===== config.mk =====
export PLATFORM = sky130hd
export DESIGN_NAME = csf_status_top
export DESIGN_NICKNAME = d
export VERILOG_FILES = /design/src/core/csf_pkg.sv /design/src/core/csf_flag_calc.sv /design/src/core/csf_status_top.sv
export SDC_FILE = /design/constraint.sdc
export NUM_CORES = 1
export LEC_CHECK = 0
export BUFFER_PORTS_ARGS = -buffer_cell sky130_fd_sc_hd__buf_2
export CAP_MARGIN = 15
export CELL_PAD_IN_SITES_DETAIL_PLACEMENT = 1
export CELL_PAD_IN_SITES_GLOBAL_PLACEMENT = 1
export CORE_UTILIZATION = 32
export CTS_BUF_LIST = sky130_fd_sc_hd__clkbuf_2
export DETAILED_ROUTE_END_ITERATION = 16
export HOLD_SLACK_MARGIN = 0.1
export PLACE_DENSITY_LB_ADDON = 0.1
export SLEW_MARGIN = 10
export SYNTH_ARGS = -nofsm -noshare
export SYNTH_HDL_FRONTEND = slang
export SYNTH_SLANG_ARGS = --single-unit

===== constraint.sdc =====
create_clock -name sys_clk -period 0.9 [get_ports sys_clk]
set_input_delay 0.18 -clock sys_clk [delete_from_list [all_inputs] [get_ports sys_clk]]
set_output_delay 0.18 -clock sys_clk [all_outputs]
set_load 0.03 [all_outputs]

===== src/core/csf_pkg.sv =====
// Package: status flag layout, APB map, ALU operation codes and flag arithmetic
package csf_pkg;

    // APB register map (byte addresses)
    localparam logic [7:0] CSF_STATUS_ADDR = 8'h00;   // Status flag register
    localparam logic [7:0] CSF_ADDR_MASK   = 8'hFC;   // Word-aligned decode

    // Field positions inside the status register
    localparam int CSF_BIT_C   = 0;                   // Carry
    localparam int CSF_BIT_AC  = 1;                   // Half carry
    localparam int CSF_BIT_Z   = 2;                   // Zero
    localparam int CSF_BIT_OV  = 3;                   // Overflow
    localparam int CSF_BIT_PDF = 4;                   // Power-down
    localparam int CSF_BIT_TO  = 5;                   // Watchdog time-out
    localparam int CSF_FLAG_W  = 6;                   // Implemented bits

    // Reset value of the six implemented bits
    localparam logic [5:0] CSF_FLAGS_RST = 6'h00;

    // Operation kinds reported by the ALU
    typedef enum logic [2:0] {
        CSF_OP_NONE,                                  // No flag update
        CSF_OP_ADD,                                   // Addition
        CSF_OP_SUB,                                   // Subtraction
        CSF_OP_LOGIC,                                 // Logic result, zero only
        CSF_OP_RLC,                                   // Rotate left through carry
        CSF_OP_RRC                                    // Rotate right through carry
    } csf_op_t;

    // One ALU request: operands, or result in opA for logic ops
    typedef struct packed {
        csf_op_t    op;                               // Operation kind
        logic [7:0] opA;                              // First operand
        logic [7:0] opB;                              // Second operand
        logic       useCarry;                         // Chain carry in
    } csf_alu_req_t;

    // Nibble adder with carry, used for low and high nibbles
    function automatic logic [4:0] csf_add4(input logic [3:0] x,
                                            input logic [3:0] y,
                                            input logic       ci);
        return {1'b0, x} + {1'b0, y} + {4'h0, ci};
    endfunction : csf_add4

endpackage : csf_pkg


===== src/core/csf_flag_calc.sv =====
// Flag calculator: derives new arithmetic flags from one ALU request
`timescale 1ns/1ps
module csf_flag_calc
    import csf_pkg::*;
(
    input  wire csf_alu_req_t req,                    // ALU request
    input  wire logic         carryIn,                // Current carry flag
    output logic [7:0]        result,                 // Operation result
    output logic              newC,                   // Next carry
    output logic              newAc,                  // Next half carry
    output logic              newZ,                   // Next zero
    output logic              newOv,                  // Next overflow
    output logic              updC,                   // Carry is updated
    output logic              updArith                // Z updated; AC and OV too except for logic ops
);

    logic [7:0] opB;                                  // B or its complement
    logic       ci;                                   // Chain carry in
    logic [4:0] lo;                                   // Low nibble sum
    logic [4:0] hi;                                   // High nibble sum
    logic       c7;                                   // Carry into bit 7

    // Adder path shared by add and subtract
    always_comb
    begin
        // Subtract is A + ~B + 1, so carry out means no borrow
        opB = (req.op == CSF_OP_SUB) ? ~req.opB : req.opB;
        if (req.useCarry)
        begin
            ci = carryIn;
        end
        else
        begin
            ci = (req.op == CSF_OP_SUB);
        end
        lo = csf_add4(req.opA[3:0], opB[3:0], ci);
        hi = csf_add4(req.opA[7:4], opB[7:4], lo[4]);
        c7 = req.opA[7] ^ opB[7] ^ hi[3];
    end

    // Flag selection per operation
    always_comb
    begin
        result   = req.opA;
        newC     = carryIn;
        newAc    = 1'b0;
        newOv    = 1'b0;
        updC     = 1'b0;
        updArith = 1'b0;
        case (req.op)
            CSF_OP_ADD, CSF_OP_SUB:
            begin
                result   = {hi[3:0], lo[3:0]};
                // carry or no borrow
                newC     = hi[4];
                // nibble carry or no borrow
                newAc    = lo[4];
                // carry in versus out
                newOv    = c7 ^ hi[4];
                updC     = 1'b1;
                updArith = 1'b1;
            end
            CSF_OP_LOGIC:
            begin
                // Logic ops touch zero only; others hold
                updArith = 1'b1;
            end
            CSF_OP_RLC:
            begin
                // carry rotated through
                result = {req.opA[6:0], carryIn};
                newC   = req.opA[7];
                updC   = 1'b1;
            end
            CSF_OP_RRC:
            begin
                // carry rotated through
                result = {carryIn, req.opA[7:1]};
                newC   = req.opA[0];
                updC   = 1'b1;
            end
            default:
            begin
                result = req.opA;
            end
        endcase
        // zero from result
        newZ = (result == 8'h00);
    end

endmodule : csf_flag_calc


===== src/core/csf_status_top.sv =====
// Processor status flag register with APB access and ALU/watchdog updates
`timescale 1ns/1ps
// Operation
// Power-up or watchdog clear clears power-down
// Halt sets power-down flag
// Half carry: nibble carry or no borrow
// Carry: add carry or no borrow
// Rotate through carry updates carry
// Time-out set; cleared by power-up/clear/halt
// Software writes only change arithmetic flags
// Overflow: carry into MSB differs out
// Zero flag follows result equals zero; rotates leave Z unchanged here
// Top two bits read zero
module csf_status_top
    import csf_pkg::*;
(
    input  wire logic         sys_clk,                // 125 MHz core clock
    input  wire logic         rstn,                   // Async power-up reset, low
    input  wire logic         psel,                   // APB select
    input  wire logic         penable,                // APB enable
    input  wire logic         pwrite,                 // APB write
    input  wire logic [7:0]   paddr,                  // APB byte address
    input  wire logic [31:0]  pwdata,                 // APB write data
    output logic      [31:0]  prdata,                 // APB read data
    output logic              pready,                 // APB ready
    output logic              pslverr,                // APB error, unmapped
    input  wire csf_alu_req_t aluReq,                 // ALU flag request
    input  wire logic         haltExec,               // Halt executed, pulse
    input  wire logic         watchdogClearExec,      // Watchdog clear, pulse
    input  wire logic         watchdogTimeout,        // Watchdog time-out, pulse
    output logic      [7:0]   statusFlags,            // Registered flag view
    output logic      [7:0]   aluResult               // Registered ALU result
);

    logic                  rstSync1_r;                // Reset sync stage 1
    logic                  rstSync2_r;                // Reset sync stage 2
    logic                  rstnInt;                   // Synced reset
    logic [CSF_FLAG_W-1:0] flags_r;                   // Implemented flag bits
    logic [CSF_FLAG_W-1:0] flags_nxt;                 // Next flag bits
    logic                  pready_r;                  // Ready register
    logic                  pready_nxt;                // Next ready
    logic                  pslverr_r;                 // Error register
    logic                  pslverr_nxt;               // Next error
    logic [31:0]           prdata_r;                  // Read data register
    logic [31:0]           prdata_nxt;                // Next read data
    logic [7:0]            result_r;                  // Result register
    logic [7:0]            result_nxt;                // Next result
    logic [7:0]            calcResult;                // Calculator result
    logic                  newC;                      // Calculated carry
    logic                  newAc;                     // Calculated half carry
    logic                  newZ;                      // Calculated zero
    logic                  newOv;                     // Calculated overflow
    logic                  updC;                      // Carry update
    logic                  updArith;                  // Z update; AC/OV too except for logic ops
    logic                  hit;                       // Address decodes
    logic                  wrFire;                    // Write completes

    // Reset release through two flops; assertion stays asynchronous
    always_ff @(posedge sys_clk or negedge rstn)
    begin
        if (!rstn)
        begin
            rstSync1_r <= 1'b0;
            rstSync2_r <= 1'b0;
        end
        else
        begin
            rstSync1_r <= 1'b1;
            rstSync2_r <= rstSync1_r;
        end
    end
    assign rstnInt = rstSync2_r;

    // Flag arithmetic lives in its own module
    csf_flag_calc u_calc (
        .req      (aluReq),
        .carryIn  (flags_r[CSF_BIT_C]),
        .result   (calcResult),
        .newC     (newC),
        .newAc    (newAc),
        .newZ     (newZ),
        .newOv    (newOv),
        .updC     (updC),
        .updArith (updArith)
    );

    // Address decode and write completion
    assign hit    = ((paddr & CSF_ADDR_MASK) == CSF_STATUS_ADDR);
    assign wrFire = psel && penable && pready_r && pwrite && hit;

    // APB slave: one wait cycle in the access phase, then ready
    always_comb
    begin
        pready_nxt  = psel && penable && !pready_r;
        pslverr_nxt = psel && penable && !pready_r && !hit;
        prdata_nxt  = prdata_r;
        if (psel && penable && !pready_r)
        begin
            // upper bits read zero
            prdata_nxt = hit ? {24'h000000, 2'b00, flags_r} : 32'h00000000;
        end
    end

    // Result holds across idle cycles so software sees the last op
    always_comb
    begin
        result_nxt = result_r;
        if (aluReq.op != CSF_OP_NONE)
        begin
            result_nxt = calcResult;
        end
    end

    // Flag next state; hardware events override a software write
    always_comb
    begin
        flags_nxt = flags_r;
        if (wrFire)
        begin
            // only arithmetic bits writable
            flags_nxt[CSF_BIT_OV:CSF_BIT_C] = pwdata[CSF_BIT_OV:CSF_BIT_C];
        end
        if (updC)
        begin
            flags_nxt[CSF_BIT_C] = newC;
        end
        if (updArith)
        begin
            // Logic ops leave AC and OV alone
            if (aluReq.op != CSF_OP_LOGIC)
            begin
                flags_nxt[CSF_BIT_AC] = newAc;
                flags_nxt[CSF_BIT_OV] = newOv;
            end
            flags_nxt[CSF_BIT_Z] = newZ;
        end
        // watchdog clear clears power-down
        if (watchdogClearExec)
        begin
            flags_nxt[CSF_BIT_PDF] = 1'b0;
        end
        // halt sets power-down
        if (haltExec)
        begin
            flags_nxt[CSF_BIT_PDF] = 1'b1;
        end
        // clear first, time-out wins
        if (watchdogClearExec || haltExec)
        begin
            flags_nxt[CSF_BIT_TO] = 1'b0;
        end
        if (watchdogTimeout)
        begin
            flags_nxt[CSF_BIT_TO] = 1'b1;
        end
    end

    // Registers; power-up clears system flags
    always_ff @(posedge sys_clk or negedge rstnInt)
    begin
        if (!rstnInt)
        begin
            flags_r   <= CSF_FLAGS_RST;
            pready_r  <= 1'b0;
            pslverr_r <= 1'b0;
            prdata_r  <= 32'h00000000;
            result_r  <= 8'h00;
        end
        else
        begin
            flags_r   <= flags_nxt;
            pready_r  <= pready_nxt;
            pslverr_r <= pslverr_nxt;
            prdata_r  <= prdata_nxt;
            result_r  <= result_nxt;
        end
    end

    // Outputs straight from flops
    assign pready      = pready_r;
    assign pslverr     = pslverr_r;
    assign prdata      = prdata_r;
    assign statusFlags = {2'b00, flags_r};
    assign aluResult   = result_r;

    // Reference values for checks
    logic [8:0] chkSum;                               // Plain 9-bit sum
    assign chkSum = {1'b0, aluReq.opA} + {1'b0, aluReq.opB};
endmodule : csf_status_top


### Yosys cells after proc, flatten, opt, wreduce, memory -nomap -nowiden

Cells that the tools add are included.

| word-level totals | value |
|---|---|
| output and inout bits | 50 |
| flip-flop bits (word level) | 50 |
| logic and storage cells | 64 |
| input port bits | 68 |

| cells by class | value |
|---|---|
| bitwise logic cells | 4 |
| equal/unequal tests | 7 |
| reduce and logical (&&, ||, !) cells | 20 |
| muxes and demuxes | 18 |
| add/sub/neg operators | 4 |

Operator list:

| operator | number |
|---|---|
| case mux 8 bit (3 select lines) | 1 |
| logical NOT 8 bit | 2 |
| two-way mux 1 bit | 12 |
| adder 4 x 4 -> 5 bit | 2 |
| adder 5 x 1 -> 5 bit | 2 |
| two-way mux 8 bit | 1 |
| NOT 8 bit | 1 |
| nonzero test 2 bit | 4 |
| equality test 3 x 2 -> 1 bit (second input constant) | 2 |
| equality test 3 bit (second input constant) | 2 |
| logical AND 1 bit | 6 |
| two-way mux 6 bit | 1 |
| two-way mux 4 bit | 1 |
| != test 4 bit (second input constant) | 1 |
| OR reduction 4 bit | 1 |
| equality test 3 x 1 -> 1 bit (second input constant) | 1 |
| two-way mux 3 bit | 1 |
| != test 3 x 2 -> 1 bit (second input constant) | 1 |
| case mux 1 bit (3 select lines) | 1 |
| nonzero test 3 bit | 1 |
| OR reduction 3 bit | 1 |
| XOR 1 bit | 3 |
| logical NOT 1 bit | 2 |
| AND reduction 2 bit | 1 |
| 2 further kinds | 2 |

### Longest topological paths before layout

Gate-level depths: netlist (run 1).

| depth | value |
|---|---|
| word-level depth | 10 |
| gate-level depth with buffers | 16 |

### By module

Synthesis (run 1) repeated with hierarchy kept, for this count alone.

| second synthesis, totals | value |
|---|---|
| cells, all modules | 239 |
| area, all modules | 2085.8 um^2 |

Modules (own cells, without submodules):

| module | instances | cells an instance | area each (um^2) |
|---|---|---|---|
| csf_status_top | 1 | 113 | 1204.9 |
| csf_flag_calc | 1 | 126 | 880.8 |

### Worst setup path after synthesis (run 1)

OpenSTA, ideal clock, no wires.

| timing path | value |
|---|---|
| kind | input -> register |
| start | in aluReq[18] (netlist bit) |
| end | reg flags_r[2] |
| arrival | 3690 ps |
| path slack | -2893 ps |
| stages on the path | 13 |
| buffers on the path | 2 |
| path through | buf_2 buf_2 nand2_1 xnor2_1 fa_1 fa_1 a21o_1 a21o_1 fa_1 a22o_1 a221o_1 or3_1 o41ai_2 |

| between the ends | value |
|---|---|
| word-level cells in the longest chain between the ends | 8 |

RTL lines:

| item | RTL line | RTL |
|---|---|---|
| from (decl) | csf_status_top.sv:27 | `input wire csf_alu_req_t aluReq,` |
| equality test 3 x 2 -> 1 bit | csf_flag_calc.sv:27, csf_flag_calc.sv:34, csf_flag_calc.sv:50 |  |
| two-way mux 8 bit | csf_flag_calc.sv:27 | `opB = (req.op == CSF_OP_SUB) ? ~req.opB : req.opB;` |
| adder 4 x 4 -> 5 bit | csf_pkg.sv:42 | `return {1'b0, x} + {1'b0, y} + {4'h0, ci};` |
| adder 5 x 1 -> 5 bit (2 in series) | csf_pkg.sv:42 |  |
| case mux 8 bit (3 select lines) | csf_flag_calc.sv:50 | `case (req.op)` |
| logical NOT 8 bit | csf_flag_calc.sv:88 | `newZ = (result == 8'h00);` |
| two-way mux 3 bit | csf_status_top.sv:127 | `if (updArith)` |
| to (signal assigned) | csf_status_top.sv:171 | `flags_r <= flags_nxt;` |
| to (decl) | csf_status_top.sv:38 | `logic [CSF_FLAG_W-1:0] flags_r;` |

Several ways; a longest one is shown, not always the timed one.
A chain may end at the register's enable or synchronous reset.

### Final worst setup path (run 1)

| timing path | value |
|---|---|
| start | reg flags_r[0] |
| end | reg flags_r[2] |

| between the ends | value |
|---|---|
| word-level cells in the longest chain between the ends | 6 |

RTL lines:

| item | RTL line | RTL |
|---|---|---|
| two-way mux 1 bit | csf_flag_calc.sv:28 | `if (req.useCarry)` |
| adder 5 x 1 -> 5 bit (2 in series) | csf_pkg.sv:42 |  |
| case mux 8 bit (3 select lines) (*) | csf_flag_calc.sv:50 |  |
| logical NOT 8 bit (*) | csf_flag_calc.sv:88 |  |
| two-way mux 3 bit (*) | csf_status_top.sv:127 |  |

Every way passes the cells marked *; elsewhere a longest branch is shown, timed or not.

==> results_dict.tcl, run 1 <==
set metrics [dict create \
    netlist_instances 219 \
    crit_path_frequent_cell "fa_2" \
    n_antenna_cell 0 \
    grt_max_degree 28 \
    synth_seq_cells 24 \
    start_kind "flop" \
    chipWidth_um 81.0 \
    first_pass_iters 5 \
    dp_hpwl_mm 4.73 \
    viasPerCell 4.82 \
    cpPeakStageDelay_ps 470 \
    grt_usage_pct 19.7 \
    grt_pass1_vias 2035 \
    violations "setup timing" \
    io_pins 118 \
    yosysTopAreaCellShare_pct 30.1 \
    drc 0 \
    drive_above_1_share_pct 50.7 \
    crit_chain "nand2_1 > o21ai_1 > fa_2 > fa_2 > a21o_1 > a21o_1 > fa_2 > inv_2 > fa_1 > nor3_1 > a21oi_1 > o221ai_2 > or3_1 > o41ai_2" \
    yosysWarnings 0 \
    rows 28 \
    via_count 2023 \
    cts_tree "yes" \
    arrival_ps 3560 \
    clkSinkCount 24 \
    drv_slew 0 \
    p_per_area_mw_per_mm2 1250 \
    synth.avg_cell_area_um2 9.12 \
    yosysSeqAreaShare_pct 30.1 \
    fin_crit_ps 3310 \
    cts_made_buffers 3 \
    post-route-period-util_pct 368 \
    synth-main-ff-cell "dfrtp_1" \
    syn_to_final_growth_pct 57.0 \
    crit_type "reg2reg" \
    cpLargestDelayFamily "adder cells" \
    reg2reg_slack_ps -2410 \
    layout.nets 424 \
    p_leak_nw 1.59 \
    hold_end "flags_r[3]" \
    setup-violations-final 42 \
    rr_startpoint "flags_r[0]" \
    die_area_mm2 0.00656 \
    drt_iter0_drc 87 \
    whs_path_depth 4 \
    synth_area_leaders "dfrtp_1, buf_4, xnor2_1, nand2_1, fa_1" \
    grt_pass1_wl_mm 9.74 \
    ys_top_cells_by_count "buf_4, dfrtp_1, nand2_1" \
    rsz0062_at_grt "yes" \
    postLayoutSetupSlackWorst_ps -2410 \
    htree_levels 1 \
    reg2reg_depth 14 \
    hp-start "pwdata[3]" \
    io_buffers 59 \
    gp_congestion 0.825 \
    endpoint_kind "flop" \
    holdWs_ps 197 \
    cp_max_fo 2 \
    status "complete, but fails checks" \
    start_util_pct 33.5 \
    antenna_found_initial 0 \
    worst_path_max_delay_cell "dfrtp_1" \
    holdCritPathClass "in2reg" \
    coreArea_mm2 0.00596 \
    skew_ps 2.88 \
    final_util_pct 52.6 \
    required_ps 1150 \
    critPathBufInv 1 \
    cap_violations 0 \
    max_freq_mhz 302 \
    clk_path_buf_depth 2 \
    synth_area_mm2 0.00200 \
    yosysMostFrequentCell "buf_4" \
    hold_viol 0 \
    yosysTopAreaCell "dfrtp_1" \
    clk_latency_ps 330 \
    cts_root_buf "clkbuf_2" \
    die_h_um 81.0 \
    async_reset_ff_share_pct 100 \
    clk_pin_slew_ps 220 \
    fill_cells 708 \
    synth.distinct_cells 48 \
    synth_edf_count 0 \
    grt_overflow 0 \
    r2r-end "flags_r[2]" \
    antenna_left 0 \
    vdd_ir_drop_max_uv 677 \
    routedWlPerCell_um 14.9 \
    drt-total-wl_mm 6.25 \
]
state kept, by name, summed over array words and instances (netlist names):
signal	flops
rstSync2_r	1
prdata	6
pready	1
aluResult	8
rstSync1_r	1
flags_r	6
pslverr	1
cell usage in the layout (no fill, tap or decap), drive strengths merged, types with 2 or more instances in the layout:
master         n
mux2i          4
o22ai          2
nand2         22
mux2          10
fa             4
a211oi         2
buf          126
nor3           4
conb          29
dfrtp         24
inv            9
ha             6
o21ai         10
a21o           7
a222oi         3
a21oi         12
nand3          7
dlygate4sd3    6
nor2b          5
or3            3
o32ai          2
xnor2         13
nor2          13
o211ai         2
clkbuf         4
power by group:
part	switching (mW)	total (mW)	internal [mW]
registers	0.0838	1.27	1.19
logic	1.13	2.21	1.07
clock network	0.313	0.431	0.117
worst min-delay path, stage by stage:
cell and delay [ps]:
buf_2 70, mux2_1 120, nor2_1 50, a21oi_2 90
metrics by stage:
step                std cells  setup slack (ps)  TNS [ps]  total power, mW  area, um2
floorplan                 246             -2400    -22480             2.46       2210
global placement          391             -2490    -26860             3.01       2660
detailed placement        391             -2540    -27210             3.04       2660
CTS                       414             -2400    -27980             3.86       3060
global route              420             -2550    -31100             4.17       3140
finish                    420             -2410    -27820             3.91       3140
final cells by class:
cell class | count | area, um2 | area share [%]
clock buffers | 4 | 20.0 | 0.638
inverters | 9 | 41.3 | 1.32
multi-input cells | 176 | 1360 | 43.4
flip-flops and latches | 24 | 602 | 19.2
well taps | 75 | 93.8 | 2.99
repair buffers | 132 | 1020 | 32.5
cells by family (layout without fill, tap and decap cells):
logic type / Yosys count / after routing / share of synthesized area [%]
buf+inv: 46 / 145 / 15.1
xor+xnor: 14 / 14 / 6.52
simple gates: 61 / 61 / 15.2
other cells: 2 / 29 / 0.376
mux: 14 / 14 / 8.02
compound gates: 48 / 48 / 16.9
flops: 24 / 24 / 30.1
fa+ha+maj: 10 / 10 / 7.77
worst max-delay path by stage:
| stage | depth (start not counted) | to | from |
|---|---|---|---|
| after detailed placement | 16 | flags_r[2] | aluReq[19] |
| after CTS | 14 | flags_r[2] | flags_r[0] |
| after floorplan | 13 | flags_r[2] | aluReq[17] |
| after global placement | 16 | flags_r[2] | aluReq[19] |
| final | 14 | flags_r[2] | flags_r[0] |
| after global routing | 14 | flags_r[2] | flags_r[0] |
metal layers:
| metal | share of wire (%) | GRT usage (%) |
|---|---|---|
| met1 | 41 | 23.4 |
| met2 | 54 | 37.9 |
| met3 | 4.0 | 2.81 |
| met4 | 0.29 | 2.14 |
| met5 | 0 | 0 |
timing repair:
item                                    CTS  global route
resized for setup                        66             8
setup buffers                            16             8
endpoints found under the hold margin     5             2
cloned                                    0             0
endpoints found under the setup margin   42            42
hold buffers                              5             1
pin swaps                                23            20
(Power assumes the default switching activity.)
==> run 2: changes to the inputs <==
- ABC_CLOCK_PERIOD_IN_PS: unset -> 3400
- clock period: 0.9 -> 3.4 ns (I/O delays scaled with it)
==> results_dict.tcl, run 2 (synthesis results as in run 1) <==
set metrics [dict create \
    status "complete, but fails checks" \
    violations "setup timing" \
    coreArea_mm2 0.00596 \
    clk_pin_slew_ps 220 \
    worst_path_max_delay_cell "fa_2" \
    arrival_ps 3870 \
    placedInstanceArea_mm2 0.00242 \
    fin_area_mm2 0.00256 \
    post-route-period-util_pct 106 \
    drc 0 \
    die_h_um 81.0 \
    pre_cts_ws_ps -692 \
    rows 28 \
    endpoint "flags_r[2]" \
    grt_pass1_wl_mm 8.45 \
    cts_root_buf "clkbuf_2" \
    antenna_found_initial 0 \
    io_buffers 59 \
    mostFrequentLayoutCells "buf_2, conb_1, dfrtp_1" \
    cpPeakStageDelay_ps 450 \
    tns_ps -511 \
    power_uw 895 \
    cap_violations 0 \
    holdCritPathClass "reg2reg" \
    htree_levels 1 \
    vdd_ir_drop_max_uv 153 \
    io_pins 118 \
    setup-violations-final 4 \
    holdWs_ps 378 \
    required_ps 3660 \
    endpoint_kind "flop" \
    crit_chain "buf_6 > nor2_4 > nand2_8 > xnor2_4 > fa_2 > fa_2 > a21o_1 > a21o_1 > fa_2 > a22o_1 > a221o_1 > or3_1 > o41ai_2" \
    start_util_pct 33.5 \
    dp_hpwl_mm 4.21 \
    viasPerCell 4.79 \
    layout.nets 372 \
    via_count 1759 \
    hold_viol 0 \
    crit_path_frequent_cell "fa_2" \
    cp_max_fo 4 \
    clk_path_buf_depth 2 \
    drt-total-wl_mm 5.27 \
    p_leak_nw 1.31 \
    p_per_area_mw_per_mm2 349 \
    chipWidth_um 81.0 \
    start_kind "input port" \
    fin_crit_ps 3610 \
    cts_made_buffers 3 \
    drv_slew 0 \
    antenna_left 0 \
    skew_ps 11.0 \
    fill_cells 750 \
    clkSinkCount 24 \
    reg2reg_depth 11 \
    clk_latency_ps 340 \
    n_antenna_cell 0 \
    grt_overflow 0 \
    final_common_cell "buf_2" \
    cp-startpoint "aluReq[17]" \
    final_util_pct 43.0 \
    rsz0062_at_grt "yes" \
    largest_register_ff_count 8 \
    grt_max_degree 28 \
    crit_type "in2reg" \
    die_area_mm2 0.00656 \
    syn_to_final_growth_pct 28.4 \
    first_pass_iters 4 \
    postLayoutSetupSlackWorst_ps -210 \
    drt_iter0_drc 74 \
    grt_pass1_vias 1728 \
    routedWlPerCell_um 14.4 \
    layout.cells.non_filler 367 \
    rr_startpoint "flags_r[0]" \
    grt_usage_pct 16.9 \
    reg2reg_slack_ps -40 \
    drive_above_1_share_pct 41.1 \
    r2r-end "flags_r[2]" \
    gp_congestion 0.843 \
    cts_tree "yes" \
    placed_cells 362 \
    max_freq_mhz 277 \
    tightest_slew_ps 937 \
    max-slew-margin-rel_pct 37.5 \
]
[run 2: power by group]
group | internal [mW] | switching, mW | leakage (nW) | total, mW
Clock | 0.0240 | 0.0828 | 0.0125 | 0.107
Combinational | 0.186 | 0.264 | 0.995 | 0.451
Sequential | 0.314 | 0.0236 | 0.300 | 0.338
Total | 0.525 | 0.371 | 1.31 | 0.895
[run 2: layout make-up]
class,instances,area [um2],share of cell area (%)
multi-input cells,176,1340,52.3
repair buffers,80,479,18.7
clock buffers,3,15.0,0.586
well taps,75,93.8,3.66
flip-flops and latches,24,601,23.4
inverters,9,33.8,1.32
[run 2: worst min-delay path by stage]
stage	from	to	slack (ps)	cells past startpoint
after floorplan	rstSync2_r	aluResult[0]	280	0
after global placement	rstSync1_r	rstSync2_r	330	0
after detailed placement	rstSync1_r	rstSync2_r	340	0
after CTS	rstSync1_r	rstSync2_r	380	0
after global routing	rstSync1_r	rstSync2_r	390	0
final	rstSync1_r	rstSync2_r	380	0
[run 2: routing by layer]
layer  vias to the layer above  part of all wire (%)  track usage (%)
met5                         -                     0                0
met4                         0                  0.34             1.61
met3                         2                   4.9             2.81
met2                        57                    50             30.2
met1                       846                    45             22.0
li1                        854                     -                -
[run 2: worst max-delay path: cells and delay by family]
| kind | cells | cell delay, ps |
|---|---|---|
| buffers and inverters | 1 | 100 |
| adder cells (fa/ha/maj) | 3 | 1180 |
| AND/OR/NAND/NOR | 3 | 630 |
| XOR/XNOR | 1 | 130 |
| AO/OA/AOI/OAI | 5 | 1150 |
[run 2: what timing repair did]
| action | in CTS | in global routing |
|---|---|---|
| pin swaps | 5 | 6 |
| buffers inserted | 2 | 1 |
| gates resized for setup | 13 | 9 |
| hold buffers | 1 | 0 |
| setup endpoints to repair | 6 | 7 |
| hold endpoints to repair | 2 | 0 |
